<file path="src/seq_defs.vh">
// Purpose: Constants for the radio mode sequencer
// Assumes: 25 MHz core clock
// Notes:   Times in ns; cycle counts derived from the clock period
`ifndef SEQ_DEFS_VH
`define SEQ_DEFS_VH

// ****************************************
// Clock and timer resolutions
// ****************************************
`define CLK_PERIOD_NS     40
`define STEP_64US_NS      64000
`define STEP_4MS_NS       4100000
`define STEP_262MS_NS     262000000
`define STEP_64US_CYC     (`STEP_64US_NS / `CLK_PERIOD_NS)
`define STEP_4MS_CYC      (`STEP_4MS_NS / `CLK_PERIOD_NS)
`define STEP_262MS_CYC    (`STEP_262MS_NS / `CLK_PERIOD_NS)

// ****************************************
// Step field codes
// ****************************************
`define STEP_OFF          2'h0
`define STEP_64US         2'h1
`define STEP_4MS          2'h2
`define STEP_262MS        2'h3

// ****************************************
// Chip mode codes driven to the mode controller
// ****************************************
`define CHIP_SLEEP        3'h0
`define CHIP_STANDBY      3'h1
`define CHIP_SYNTH        3'h2
`define CHIP_TX           3'h3
`define CHIP_RX           3'h4

// ****************************************
// Selector codes
// ****************************************
`define START_LOWPWR      2'h0
`define START_RX          2'h1
`define START_TX          2'h2
`define START_TX_LEVEL    2'h3
`define RX_HELD_PAYLOAD   3'h1
`define RX_LOWPWR_PAYLOAD 3'h2
`define RX_HELD_CHECK     3'h3
`define RX_OFF_LEVEL      3'h4
`define RX_OFF_PATTERN    3'h5
`define RX_OFF_LEADIN     3'h6
`define TMO_RESTART       2'h0
`define TMO_TX            2'h1
`define TMO_LOWPWR        2'h2
`define TMO_OFF           2'h3
`define HELD_OFF          3'h0
`define HELD_TX_EMPTY     3'h1
`define HELD_LOWPWR       3'h2
`define HELD_RX_SYNTH     3'h3
`define HELD_RX           3'h4

`endif

</file>
<file path="src/interval_timer.v">
// Purpose: One interval timer: step-size ticks times a multiplier
// Assumes: start_in is a one-cycle pulse from the same clock
// Notes:   Multiplier zero expires on the cycle after start
`timescale 1ns/1ps
`default_nettype none
`include "seq_defs.vh"

module interval_timer #(
  parameter integer MULT_W  = 8,
  parameter integer CYC_64  = `STEP_64US_CYC,
  parameter integer CYC_4   = `STEP_4MS_CYC,
  parameter integer CYC_262 = `STEP_262MS_CYC
) (
  input  wire              core_clk_in,
  input  wire              resetn_in,
  input  wire              start_in,
  input  wire              stop_in,
  input  wire [1:0]        step_in,
  input  wire [MULT_W-1:0] mult_in,
  output reg               expire_out
);

  reg [23:0]       tick_q;
  reg [MULT_W-1:0] left_q;
  reg              run_q;
  reg [23:0]       step_len;

  // Cycles per resolution step
  always @* begin
    case (step_in)
      `STEP_64US: step_len = CYC_64[23:0];
      `STEP_4MS:  step_len = CYC_4[23:0];
      default:    step_len = CYC_262[23:0];
    endcase
  end

  // Count steps down; expire when the last step ends
  always @(posedge core_clk_in or negedge resetn_in) begin
    if (!resetn_in) begin
      tick_q     <= 24'h000000;
      left_q     <= {MULT_W{1'b0}};
      run_q      <= 1'b0;
      expire_out <= 1'b0;
    end else begin
      expire_out <= 1'b0;
      if (stop_in) begin
        run_q <= 1'b0;
        tick_q <= 24'h000000;
      end else if (start_in) begin
        if (step_in == `STEP_OFF) begin
          run_q <= 1'b0;
        end else if (mult_in == {MULT_W{1'b0}}) begin
          expire_out <= 1'b1;
          run_q      <= 1'b0;
        end else begin
          run_q  <= 1'b1;
          tick_q <= step_len - 24'h000001;
          left_q <= mult_in;
        end
      end else if (run_q) begin
        if (tick_q != 24'h000000) begin
          tick_q <= tick_q - 24'h000001;
        end else if (left_q == {{(MULT_W-1){1'b0}}, 1'b1}) begin
          run_q      <= 1'b0;
          expire_out <= 1'b1;
        end else begin
          left_q <= left_q - {{(MULT_W-1){1'b0}}, 1'b1};
          tick_q <= step_len - 24'h000001;
        end
      end
    end
  end

endmodule // interval_timer
`default_nettype wire

</file>
<file path="src/radio_mode_sequencer.v">
// Overview of operation
// - Idle holds standby or sleep per choice
// - Start selector picks first step
// - Low-power selection halts or enters idle
// - Record initial mode, restore on halt
// - Idle exits on first timer
// - Transmit exits on frame sent
// - Receive exit selector for payload events
// - Receive halts on level, pattern, lead-in
// - Failed check goes to timeout handling
// - Second timer forces receive to low-power
// - Timeout selector picks receive timeout exit
// - Three wait timeouts form receive timeout
// - Held-frame selector picks next step
// - Two interval timers drive transitions
// - Timers alternate regardless of state
// - Launch only from sleep or standby
// - Idle ignores all but first timer
// - Step codes: off, 64us, 4.1ms, 262ms
//
// Purpose: Autonomous chip-mode sequencer for the transceiver
// Assumes: Events are one-cycle pulses on core_clk_in; settings are static
// Notes:   chip_mode_out feeds the mode controller directly
`timescale 1ns/1ps
`default_nettype none
`include "seq_defs.vh"

module radio_mode_sequencer #(
  parameter integer MULT_W  = 8,
  parameter integer CYC_64  = `STEP_64US_CYC,
  parameter integer CYC_4   = `STEP_4MS_CYC,
  parameter integer CYC_262 = `STEP_262MS_CYC
) (
  input  wire              core_clk_in,
  input  wire              resetn_in,
  input  wire              seq_launch_bit_in,
  input  wire              seq_stop_bit_in,
  input  wire [2:0]        chip_mode_in,
  input  wire              idle_low_power_choice_in,
  input  wire [1:0]        start_transition_sel_in,
  input  wire              low_power_target_sel_in,
  input  wire              idle_exit_sel_in,
  input  wire              tx_exit_sel_in,
  input  wire [2:0]        rx_exit_sel_in,
  input  wire [1:0]        rx_timeout_exit_sel_in,
  input  wire [2:0]        pkt_done_exit_sel_in,
  input  wire              check_enable_in,
  input  wire              auto_discard_bad_check_in,
  input  wire [1:0]        first_timer_step_in,
  input  wire [MULT_W-1:0] first_timer_multiplier_in,
  input  wire [1:0]        second_timer_step_in,
  input  wire [MULT_W-1:0] second_timer_multiplier_in,
  input  wire              frame_sent_event_in,
  input  wire              payload_available_event_in,
  input  wire              check_passed_event_in,
  input  wire              signal_level_event_in,
  input  wire              pattern_match_event_in,
  input  wire              lead_in_detect_event_in,
  input  wire              queue_level_event_in,
  input  wire              queue_empty_event_in,
  input  wire              level_wait_timeout_in,
  input  wire              lead_in_wait_timeout_in,
  input  wire              pattern_wait_timeout_in,
  input  wire              synth_locked_in,
  output reg  [2:0]        chip_mode_out,
  output reg               mode_override_out,
  output reg               listen_restart_out,
  output reg  [2:0]        seq_state_out,
  output reg               first_timer_event_out,
  output reg               second_timer_event_out
);

  // ****************************************
  // State codes
  // ****************************************
  localparam [2:0] ST_OFF    = 3'h0; // sequencer_halted_state
  localparam [2:0] ST_IDLE   = 3'h1;
  localparam [2:0] ST_TX     = 3'h2;
  localparam [2:0] ST_RX     = 3'h3;
  localparam [2:0] ST_HELD   = 3'h4; // frame_held_state
  localparam [2:0] ST_WAITQ  = 3'h5; // waiting for queue level before transmit
  localparam [2:0] ST_SYNTH  = 3'h6; // synth_only_mode before receive

  reg  [2:0] state_q;
  reg  [2:0] state_d;
  reg        init_standby_q;
  reg        restart_d;
  reg        go_lowpwr;
  reg        go_tmo;
  wire       t1_pulse;
  wire       t2_pulse;
  wire       launch;
  wire       listen_timeout_event;

  // Launch accepted only from a low-power chip mode
  assign launch = seq_launch_bit_in && (state_q == ST_OFF) &&
                  ((chip_mode_in == `CHIP_SLEEP) || (chip_mode_in == `CHIP_STANDBY));

  // Any wait timeout counts as the receive timeout
  assign listen_timeout_event = level_wait_timeout_in | lead_in_wait_timeout_in |
                                pattern_wait_timeout_in;

  // ****************************************
  // Interval timers: T1 from launch or T2, T2 from T1
  // ****************************************
  interval_timer #(
    .MULT_W  (MULT_W),
    .CYC_64  (CYC_64),
    .CYC_4   (CYC_4),
    .CYC_262 (CYC_262)
  ) u_first_timer (
    .core_clk_in (core_clk_in),
    .resetn_in   (resetn_in),
    .start_in    (launch | t2_pulse),
    .stop_in     (seq_stop_bit_in),
    .step_in     (first_timer_step_in),
    .mult_in     (first_timer_multiplier_in),
    .expire_out  (t1_pulse)
  );

  interval_timer #(
    .MULT_W  (MULT_W),
    .CYC_64  (CYC_64),
    .CYC_4   (CYC_4),
    .CYC_262 (CYC_262)
  ) u_second_timer (
    .core_clk_in (core_clk_in),
    .resetn_in   (resetn_in),
    .start_in    (t1_pulse),
    .stop_in     (seq_stop_bit_in),
    .step_in     (second_timer_step_in),
    .mult_in     (second_timer_multiplier_in),
    .expire_out  (t2_pulse)
  );

  // ****************************************
  // Next-state logic
  // ****************************************
  always @* begin
    state_d   = state_q;
    restart_d = 1'b0;
    go_lowpwr = 1'b0;
    go_tmo    = 1'b0;
    case (state_q)
      ST_OFF: begin
        if (launch) begin
          case (start_transition_sel_in)
            `START_LOWPWR:   go_lowpwr = 1'b1;
            `START_RX:       state_d = ST_RX;
            `START_TX:       state_d = ST_TX;
            default:         state_d = ST_WAITQ;
          endcase
        end
      end
      ST_WAITQ: begin
        if (queue_level_event_in) state_d = ST_TX;
      end
      ST_IDLE: begin
        // Only the first timer is heard here
        if (t1_pulse) state_d = idle_exit_sel_in ? ST_RX : ST_TX;
      end
      ST_TX: begin
        if (frame_sent_event_in) begin
          if (tx_exit_sel_in) state_d = ST_RX;
          else go_lowpwr = 1'b1;
        end
      end
      ST_RX: begin
        if (t2_pulse) begin
          go_lowpwr = 1'b1;
        end else begin
          case (rx_exit_sel_in)
            `RX_HELD_PAYLOAD:   if (payload_available_event_in) state_d = ST_HELD;
            `RX_LOWPWR_PAYLOAD: if (payload_available_event_in) go_lowpwr = 1'b1;
            `RX_HELD_CHECK: begin
              if (check_passed_event_in) state_d = ST_HELD;
              else if (payload_available_event_in && check_enable_in &&
                       !auto_discard_bad_check_in) go_tmo = 1'b1;
            end
            `RX_OFF_LEVEL:      if (signal_level_event_in) state_d = ST_OFF;
            `RX_OFF_PATTERN:    if (pattern_match_event_in) state_d = ST_OFF;
            `RX_OFF_LEADIN:     if (lead_in_detect_event_in) state_d = ST_OFF;
            default:            state_d = ST_RX;
          endcase
          if (listen_timeout_event) go_tmo = 1'b1;
        end
        if (go_tmo && !go_lowpwr && (state_d == ST_RX)) begin
          case (rx_timeout_exit_sel_in)
            `TMO_RESTART: restart_d = 1'b1;
            `TMO_TX:      state_d = ST_TX;
            `TMO_LOWPWR:  go_lowpwr = 1'b1;
            default:      state_d = ST_OFF;
          endcase
        end
      end
      ST_HELD: begin
        case (pkt_done_exit_sel_in)
          `HELD_OFF:      state_d = ST_OFF;
          `HELD_TX_EMPTY: if (queue_empty_event_in) state_d = ST_TX;
          `HELD_LOWPWR:   go_lowpwr = 1'b1;
          `HELD_RX_SYNTH: state_d = ST_SYNTH;
          `HELD_RX:       state_d = ST_RX;
          default:        state_d = ST_HELD;
        endcase
      end
      ST_SYNTH: begin
        if (synth_locked_in) state_d = ST_RX;
      end
      default: state_d = ST_OFF;
    endcase
    // Low-power selection is transitory
    if (go_lowpwr) state_d = low_power_target_sel_in ? ST_IDLE : ST_OFF;
    // Stop wins over everything but restart_d
    if (seq_stop_bit_in) state_d = ST_OFF;
  end

  // ****************************************
  // State, initial mode and chip-mode outputs
  // ****************************************
  always @(posedge core_clk_in or negedge resetn_in) begin
    if (!resetn_in) begin
      state_q                <= ST_OFF;
      init_standby_q         <= 1'b0;
      chip_mode_out          <= `CHIP_SLEEP;
      mode_override_out      <= 1'b0;
      listen_restart_out     <= 1'b0;
      seq_state_out          <= ST_OFF;
      first_timer_event_out  <= 1'b0;
      second_timer_event_out <= 1'b0;
    end else begin
      state_q                <= state_d;
      seq_state_out          <= state_d;
      listen_restart_out     <= restart_d;
      first_timer_event_out  <= t1_pulse;
      second_timer_event_out <= t2_pulse;
      if (launch) init_standby_q <= (chip_mode_in == `CHIP_STANDBY);
      mode_override_out <= (state_d != ST_OFF);
      case (state_d)
        ST_IDLE:  chip_mode_out <= idle_low_power_choice_in ? `CHIP_SLEEP
                                                            : `CHIP_STANDBY;
        ST_TX:    chip_mode_out <= `CHIP_TX;
        ST_RX:    chip_mode_out <= `CHIP_RX;
        ST_HELD:  chip_mode_out <= `CHIP_RX;
        ST_SYNTH: chip_mode_out <= `CHIP_SYNTH;
        ST_WAITQ: chip_mode_out <= chip_mode_out;
        default: begin
          // Restore initial low-power mode when halting
          if (state_q != ST_OFF)
            chip_mode_out <= init_standby_q ? `CHIP_STANDBY : `CHIP_SLEEP;
          else
            chip_mode_out <= chip_mode_in;
        end
      endcase
    end
  end

endmodule // radio_mode_sequencer
`default_nettype wire

</file>
<file path="config.mk">
export PLATFORM = sky130hd
export DESIGN_NAME = radio_mode_sequencer
export DESIGN_NICKNAME = d
export VERILOG_FILES = /design/src/interval_timer.v /design/src/radio_mode_sequencer.v
export VERILOG_INCLUDE_DIRS = /design/src
export SDC_FILE = /design/constraint.sdc
export NUM_CORES = 1
export LEC_CHECK = 0
export BUFFER_PORTS_ARGS = -buffer_cell sky130_fd_sc_hd__buf_2
export CORE_MARGIN = 2
export CORE_UTILIZATION = 40
export DETAILED_ROUTE_END_ITERATION = 8
export GPL_ROUTABILITY_DRIVEN = 0
export PLACE_DENSITY = 0.69
export REMOVE_ABC_BUFFERS = 1
export SLEW_MARGIN = 0
export SYNTH_ARGS = -nofsm -noshare
export SYNTH_HDL_FRONTEND = slang
export SYNTH_SLANG_ARGS = --single-unit
</file>
<file path="constraint.sdc">
create_clock -name core_clk_in -period 2.6 [get_ports core_clk_in]
set_clock_uncertainty 0.15 [all_clocks]
set_input_delay 0 -clock core_clk_in [delete_from_list [all_inputs] [get_ports core_clk_in]]
set_output_delay 0 -clock core_clk_in [all_outputs]
set_load 0.01 [all_outputs]
</file>
==> reports/results.ini, run 1 <==
[grt]
first_global_vias=5437
grt_overflow_total=0
track_usage=0.213
grt_max_degree=80
grt_pass1_wl_um=25400
antenna_found_initial=0

[yosys]
synth_top_family_by_area=compound AO/OA/AOI/OAI gates
syn-mean-instance-area_um2=8.10
synth-compound-area-share=0.279
ys_seq_elements=79
synth_mux_area_frac=0.0131
ys_warn_count=0
syn-cell-area_um2=5430
synthFlopType=dfrtp_1
syn_inst=670
synth_seq_area_share=0.364
synth-xor-area-share=0.00161
synth-simple-area-share=0.251
synthDistinctLibCells=71
ys_async_sr_fraction=1.00
synth-adder-area-share=0.0415
synth_edf_count=0

[power_and_ir_drop]
leakage_nw=3.00
total_power_mw=6.32
powerDensity_nw_per_um2=927
ir_worst_vdd_mv=0.354

[sta]
holdWs_ps=19.5
rsz0062_at_grt=yes
worst_pin_slew_ps=1010
timing.fmax_mhz=399
layout_min_cycle_time_ps=2510
tns_ps=0
timing.final.ws_setup_ps=93.5
final-setup-viol-count=0
fin_crit_sh=0.964
timing.slew.headroom=0.326
slew_viol_final=0
hold_viol=0

[min_path]
holdPathEnd=u_first_timer.tick_q[2]
min-delay-start=first_timer_step_in[1]
min_path_type=in -> reg
hold_depth=5

[worst_setup_path]
ff2ff_path_depth=9
cp.arrival_ps=2540
cp_data_required_time_ps=2640
path_max_fanout=5
end_kind=flip-flop
r2r_slack_ps=90
r2r-end=u_second_timer.tick_q[23]
criticalPathCategory=reg -> reg
worstReg2RegStart=u_second_timer.tick_q[10]
cp-start-kind=flip-flop

[placement]
portBuffers=64
dp_slack_ps=-140
post-place-cells=912
dp_hpwl_um=10800

[status]
run_status=completed

[route]
drt.antenna.violating_nets=0
wl_per_cell_um=16.1
drt-vias-per-instance=5.95
drt_iter0_markers=605
drc_errors=0
drt_wl_total_um=15500
drt_pass1_iterations=5
vias=5718

[floorplanning]
die-area_um2=14500
die_h_um=120
rows=42
core_area_um2=13200
io_pins=65
fp.dieW_um=120
initial_utilization=0.410

[clocking]
cts_tree=built
h-tree-depth=3
numCtsBuffers=9
clock-root-buffer=clkbuf_16
clk_pin_slew_ps=60
clock_latency_ps=340
clockBufferDepth=2
clock-sinks=79

[layout]
final_common_cell=dfrtp_1
area_growth_pct=25.7
diodes=0
nNetsFinal=854
final_cell_mix=79 x dfrtp_1, 70 x o21ai_0, 66 x nor2_1
layout-drive-gt1-share=0.200
instances_no_fill=961

[flow_run]
cap_violations=0

==> power breakdown <==
group / switching, mW / internal [mW] / leakage (nW)
logic: 1.95 / 1.37 / 1.78
registers: 0.213 / 1.45 / 1.07
clock network: 0.482 / 0.858 / 0.155
==> how the worst max path moves through the flow <==
stage / start / end / slack (ps) / cells after the start
detailed placement: u_second_timer.tick_q[1] / u_second_timer.tick_q[14] / -140 / 8
floorplan: u_first_timer.tick_q[18] / u_first_timer.tick_q[15] / -680 / 7
global route: u_second_timer.tick_q[10] / u_second_timer.tick_q[23] / -30 / 9
finish: u_second_timer.tick_q[10] / u_second_timer.tick_q[23] / 90 / 9
CTS: u_second_timer.tick_q[10] / u_second_timer.tick_q[1] / 90 / 6
global placement: u_second_timer.tick_q[1] / u_second_timer.tick_q[13] / 80 / 8
==> flip-flops by register name, summed over array words and instances (netlist names) <==
signal and count:
u_first_timer.tick_q 24, u_second_timer.tick_q 24, u_first_timer.left_q 8, u_second_timer.left_q 8
chip_mode_out 3, state_q 3, first_timer_event_out 1, init_standby_q 1
listen_restart_out 1, mode_override_out 1, second_timer_event_out 1, u_first_timer.expire_out 1
u_first_timer.run_q 1, u_second_timer.expire_out 1, u_second_timer.run_q 1
==> synthesized netlist by cell type, types with 8 or more instances <==
| cell | count | area share |
|---|---|---|
| nand2_1 | 49 | 0.034 |
| nor2_1 | 67 | 0.046 |
| ha_1 | 18 | 0.042 |
| nor3_1 | 25 | 0.023 |
| nor4_1 | 21 | 0.024 |
| o21ai_0 | 70 | 0.065 |
| nand3_1 | 24 | 0.022 |
| buf_2 | 11 | 0.010 |
| o211ai_1 | 9 | 0.012 |
| nor3b_1 | 11 | 0.015 |
| and3_1 | 9 | 0.010 |
| o22ai_1 | 10 | 0.012 |
| nand4_1 | 8 | 0.0092 |
| dfrtp_1 | 79 | 0.36 |
| clkbuf_1 | 19 | 0.013 |
| nand2b_1 | 8 | 0.0092 |
| o31ai_1 | 8 | 0.011 |
| and2_1 | 9 | 0.010 |
| inv_1 | 34 | 0.024 |
| a21oi_1 | 64 | 0.059 |
==> critical path, stage by stage, from the launching register on <==
cell	delay, ps
dfrtp_1	370
or4_4	580
nor3_4	210
nand4b_1	160
buf_4	180
a21oi_4	220
nor4_1	120
buf_4	170
o21ai_0	70
a31oi_1	110
==> per-layer routing <==
metal	up-vias	wire length (um)	GRT usage
li1	2721	-	-
met1	2760	6880	0.277
met2	212	7390	0.358
met3	25	848	0.0255
met4	0	340	0.0879
met5	-	0	0
==> timing repair <==
item | in CTS | in global routing
hold endpoints to repair | 100 | 1
pin swaps | 0 | 4
endpoints found under the setup margin | 5 | 38
hold buffers | 23 | 1
setup buffers | 0 | 10
resized for setup | 1 | 20
gates cloned | 0 | 0
==> through the flow <==
| step | util | instance area (um2) |
|---|---|---|
| finish | 0.515 | 6820 |
| global route | 0.515 | 6820 |
| CTS | 0.502 | 6640 |
| detailed placement | 0.460 | 6090 |
| global placement | 0.460 | 6090 |
| floorplan | - | 5280 |
==> area by class of cell <==
cell class | count | area, um2
Timing Repair Buffer | 133 | 902
Sequential cell | 79 | 1980
Tap cell | 176 | 220
Inverter | 34 | 128
Fill cell | 1224 | 6420
Clock inverter | 4 | 70.1
Clock buffer | 11 | 243
Multi-Input combinational cell | 524 | 3280
==> kinds of logic (layout without fill, tap and decap cells) <==
group | after synthesis | count (layout)
simple gates | 260 | 260
mux | 7 | 7
xor+xnor | 1 | 1
fa+ha+maj | 18 | 18
buf+inv | 67 | 182
flops | 79 | 79
compound gates | 238 | 238
Power figures use the tool's default switching activity.
==> inputs of run 2 (changes only) <==
clock period = 2.2 ns   (was 2.6 ns; I/O delays follow)
==> reports/results.ini, run 2 (synthesized netlist as in run 1, its figures left out) <==
[layout]
diodes=0
nFillCells=998
area_growth_pct=57.0
layout-drive-gt1-share=0.426
final_cell_mix=144 x buf_4, 78 x dfrtp_1, 64 x buf_2
reg_top3=u_first_timer.tick_q: 24 flops, u_second_timer.tick_q: 24 flops
final_common_cell=buf_4
stdcell_area_um2=8520
nNetsFinal=979

[worst_setup_path]
crit_slowest_cell=nor4_1
ff2ff_path_depth=8
worstPathCellList=nor4_1 > and4b_1 > nand4b_1 > a21oi_4 > buf_6 > nor4_4 > buf_4 > a22o_1
path_delay_family=simple AND/OR/NAND/NOR gates
r2r-end=u_second_timer.tick_q[11]
criticalPathCategory=reg -> reg
cp.arrival_ps=2530
end_kind=flip-flop
critPathLaunch=u_second_timer.tick_q[18]
cp_data_required_time_ps=2280
cpPeakStageDelay_ps=440
critPathBufInv=2
worstReg2RegStart=u_second_timer.tick_q[18]
path_max_fanout=3
r2r_slack_ps=-250
critical_path.endpoint=u_second_timer.tick_q[11]
cp.depth=8
cp-start-kind=flip-flop

[min_path]
hold_depth=5
min_path_type=in -> reg
min-delay-start=first_timer_step_in[1]

[grt]
top_usage_layer=met2
track_usage=0.245
grt_overflow_total=0
antenna_found_initial=0
grt_use_met2=0.424
grt_max_degree=48
use_met1=0.295
grt_pass1_wl_um=29200
met3_usage=0.0429
first_global_vias=6374

[status]
violations=setup timing
run_status=finished, violations left

[route]
drt_wl_total_um=19700
drc_errors=0
drt_pass1_iterations=6
wl_per_cell_um=18.2
drt_iter0_markers=768
drt.antenna.violating_nets=0
drt-vias-per-instance=6.02
vias=6528

[clocking]
clock-sinks=79
clk_pin_slew_ps=60
cts_tree=built
clock-root-buffer=clkbuf_16
clockBufferDepth=2
clock_latency_ps=340
numCtsBuffers=9
h-tree-depth=3

[sta]
rsz0062_at_grt=yes
layout_min_cycle_time_ps=2450
worst_pin_slew_ps=791
final-setup-viol-count=65
hold_viol=0
timing.slew.headroom=0.472
timing.fmax_mhz=409
fin_crit_sh=1.11
slew_viol_final=0
timing.final.ws_setup_ps=-245

[placement]
dp_hpwl_um=12100
dpl_cell_area_um2=6870
dp_slack_ps=-232
portBuffers=64

[power_and_ir_drop]
ir_worst_vdd_mv=0.603
powerDensity_nw_per_um2=1150
leakage_nw=3.77

[floorplanning]
die_h_um=120
core_area_um2=13200
rows=42
die-area_um2=14500
initial_utilization=0.410
fp.dieW_um=120
io_pins=65

[flow_run]
cap_violations=0

[run 2: cell count changes in the layout (fill, tap and decap cells not counted), sizes merged]
cell,before,now
buf,109,233
bufinv,2,3
clkbuf,11,10
clkinv,2,1
nor2,67,68
[run 2: how the worst min path moves through the flow]
stage	endpoint	slack (ps)
floorplan	chip_mode_out[0]	-450
global placement	u_second_timer.tick_q[4]	-110
detailed placement	u_second_timer.tick_q[4]	-100
CTS	u_first_timer.tick_q[2]	30
global route	u_first_timer.tick_q[2]	80
finish	u_first_timer.tick_q[2]	30
[run 2: final cells by class]
cell class,count,area [um2],area share
multi-input combinational,525,3920,0.460
sequential,79,1980,0.232
timing repair buffer,257,1940,0.227
clock buffer,10,239,0.0281
tap,176,220,0.0259
inverter,34,130,0.0153
clock inverter,4,95.1,0.0112
[run 2: tightest hold or removal path, delay by kind of cell]
family,cells,cell delay [ps]
AOI/OAI and AO/OA,3,210
adders and majority gates,1,160
buffers and inverters,1,110
[run 2: layer usage]
metal	vias to the layer above	share of wire	routed length [um]
met2	316	0.50	9860
met4	0	0.035	693
met5	-	0	0
met3	75	0.063	1230
li1	2973	-	-
met1	3164	0.40	7920
[run 2: power breakdown]
group          switching (mW)  internal (mW)  leakage (nW)
sequential              0.223           1.71          1.06
combinational            3.29           2.83          2.54
clock                   0.596           1.12         0.164
total                    4.11           5.66          3.77
[run 2: what timing repair did]
| item | CTS | global route |
|---|---|---|
| hold buffers | 24 | 0 |
| pin swaps | 42 | 54 |
| gates cloned | 2 | 2 |
| setup buffers | 17 | 13 |
| endpoints found under the hold margin | 70 | 0 |
| setup endpoints to repair | 67 | 74 |
| resized for setup | 101 | 131 |
[run 2: per-stage QoR]
| step | hold WS (ps) | power [mW] | cells | util | TNS, ps |
|---|---|---|---|---|---|
| finish | 34.7 | 9.77 | 1085 | 0.643 | -10110 |
| global route | 81.7 | 10.3 | 1085 | 0.643 | -14940 |
| CTS | 35.0 | 8.80 | 1072 | 0.601 | -3870 |
| detailed placement | -101 | 6.40 | 1015 | 0.519 | -9330 |
| global placement | -112 | 6.25 | 1015 | 0.519 | -6440 |
| floorplan | -446 | 4.37 | 637 | - | -31660 |
==> inputs of run 3 (changes only) <==
CORE_ASPECT_RATIO = 1.1   (was default)
==> reports/results.ini, run 3 (synthesized netlist as in run 1, its figures left out) <==
[layout]
nNetsFinal=996
nFillCells=982
layout-drive-gt1-share=0.447
final_cell_mix=155 x buf_4, 78 x dfrtp_1, 63 x buf_2
instances_no_fill=1088
finish.utilization=0.651
reg_top3=u_first_timer.tick_q: 24 flops, u_second_timer.tick_q: 24 flops
area_growth_pct=58.6
final_common_cell=buf_4
diodes=0

[power_and_ir_drop]
leakage_nw=3.85
powerDensity_nw_per_um2=1100
ir_worst_vdd_mv=0.604

[worst_setup_path]
cp.arrival_ps=2540
path_max_fanout=5
critical_path.endpoint=u_first_timer.left_q[7]
cp_data_required_time_ps=2280
worstPathCellList=inv_2 > ha_4 > nor3b_4 > nand4_1 > buf_4 > nor3_4 > nand4_1 > a221oi_2 > buf_4 > o21ai_1 > o2bb2ai_1
criticalPathCategory=reg -> reg
end_kind=flip-flop
cp-start-kind=flip-flop
ff2ff_path_depth=11
crit_slowest_cell=dfrtp_1
path_delay_family=simple AND/OR/NAND/NOR gates
cp.depth=11
cpPeakStageDelay_ps=390
r2r_slack_ps=-260
critPathLaunch=u_first_timer.tick_q[0]
worstReg2RegStart=u_first_timer.tick_q[0]
r2r-end=u_first_timer.left_q[7]
critPathBufInv=3

[status]
run_status=finished, violations left
violations=setup timing

[sta]
timing.slew.headroom=0.522
worst_pin_slew_ps=715
fin_crit_sh=1.12
final-setup-viol-count=66
tns_ps=-9950
slew_viol_final=0
timing.fmax_mhz=406
holdWs_ps=22.0
rsz0062_at_grt=yes
timing.final.ws_setup_ps=-264
layout_min_cycle_time_ps=2460
hold_viol=0

[route]
drt_pass1_iterations=5
drt.antenna.violating_nets=0
drt_iter0_markers=627
drt-vias-per-instance=6.06
vias=6591
drt_wl_total_um=19500
drc_errors=0
wl_per_cell_um=17.9

[min_path]
min_path_type=in -> reg

[flow_run]
cap_violations=0

[grt]
first_global_vias=6178
grt_overflow_total=0
grt_pass1_wl_um=28500
track_usage=0.239
antenna_found_initial=0
grt_max_degree=80

[clocking]
clock_latency_ps=350
h-tree-depth=3
cts_tree=built
clock-root-buffer=clkbuf_16
clockBufferDepth=2
clock-sinks=79
clk_pin_slew_ps=60
numCtsBuffers=9

[floorplanning]
die-area_um2=14500
initial_utilization=0.411
io_pins=65
core_area_um2=13200
fp.dieW_um=115
rows=44
die_h_um=126

[placement]
post-place-cells=1000
dp_hpwl_um=11700
portBuffers=64
dp_slack_ps=-284

-- run 3: cell count changes in the layout (fill, tap and decap cells not counted), sizes merged --
cell	before	now
buf	233	249
bufinv	3	0
clkbuf	10	12
clkinv	1	3
clkinvlp	0	1
-- run 3: final cells by class --
type,instances,area (um2),share of cell area
inverters,34,130,0.0151
clock buffers,11,243,0.0282
flip-flops and latches,79,1980,0.230
well taps,161,201,0.0234
repair buffers,274,2090,0.243
multi-input cells,525,3940,0.458
clock inverters,4,22.5,0.00262
-- run 3: timing repair --
| item | CTS | global route |
|---|---|---|
| endpoints found under the hold margin | 101 | 0 |
| buffers inserted | 15 | 31 |
| gates cloned | 3 | 3 |
| pin swaps | 41 | 77 |
| gates resized for setup | 100 | 156 |
| setup endpoints to repair | 68 | 71 |
| hold buffers | 24 | 0 |
-- run 3: report_power, final --
part	total [mW]	switching, mW	internal (mW)
Combinational	6.17	3.26	2.91
Sequential	1.92	0.207	1.71
Clock	1.38	0.594	0.783
Total	9.46	4.06	5.40
-- run 3: metrics by stage --
step                      instance area [um2]  power [mW]
after floorplan                          5280        4.37
after global placement                   6870        6.30
after detailed placement                 6870        6.42
after CTS                                7780        8.42
after global routing                     8600        10.0
final                                    8600        9.46
-- run 3: worst reg2reg max path, delay by kind of cell, from the launching register on --
kind,cells,cell delay (ps)
AND/OR/NAND/NOR,4,640
AO/OA/AOI/OAI,3,520
buffers and inverters,3,510
flip-flops,1,390
adder cells (fa/ha/maj),1,120
-- run 3: worst min path at each step --
stage | start | endpoint | cells after the start
2_1_floorplan | resetn_in | chip_mode_out[0] | 0
3_3_place_gp | resetn_in | u_second_timer.tick_q[8] | 2
3_5_place_dp | resetn_in | u_second_timer.tick_q[8] | 2
4_1_cts | first_timer_step_in[1] | u_first_timer.tick_q[2] | 5
5_1_grt | first_timer_step_in[1] | u_first_timer.tick_q[2] | 5
6_report | first_timer_step_in[1] | u_first_timer.tick_q[2] | 5
-- run 3: per-layer routing --
| layer | GRT usage | up-vias | wire (um) |
|---|---|---|---|
| li1 | - | 3015 | - |
| met1 | 0.297 | 3215 | 8020 |
| met2 | 0.410 | 297 | 9850 |
| met3 | 0.0342 | 64 | 992 |
| met4 | 0.104 | 0 | 632 |
| met5 | 0 | - | 0 |
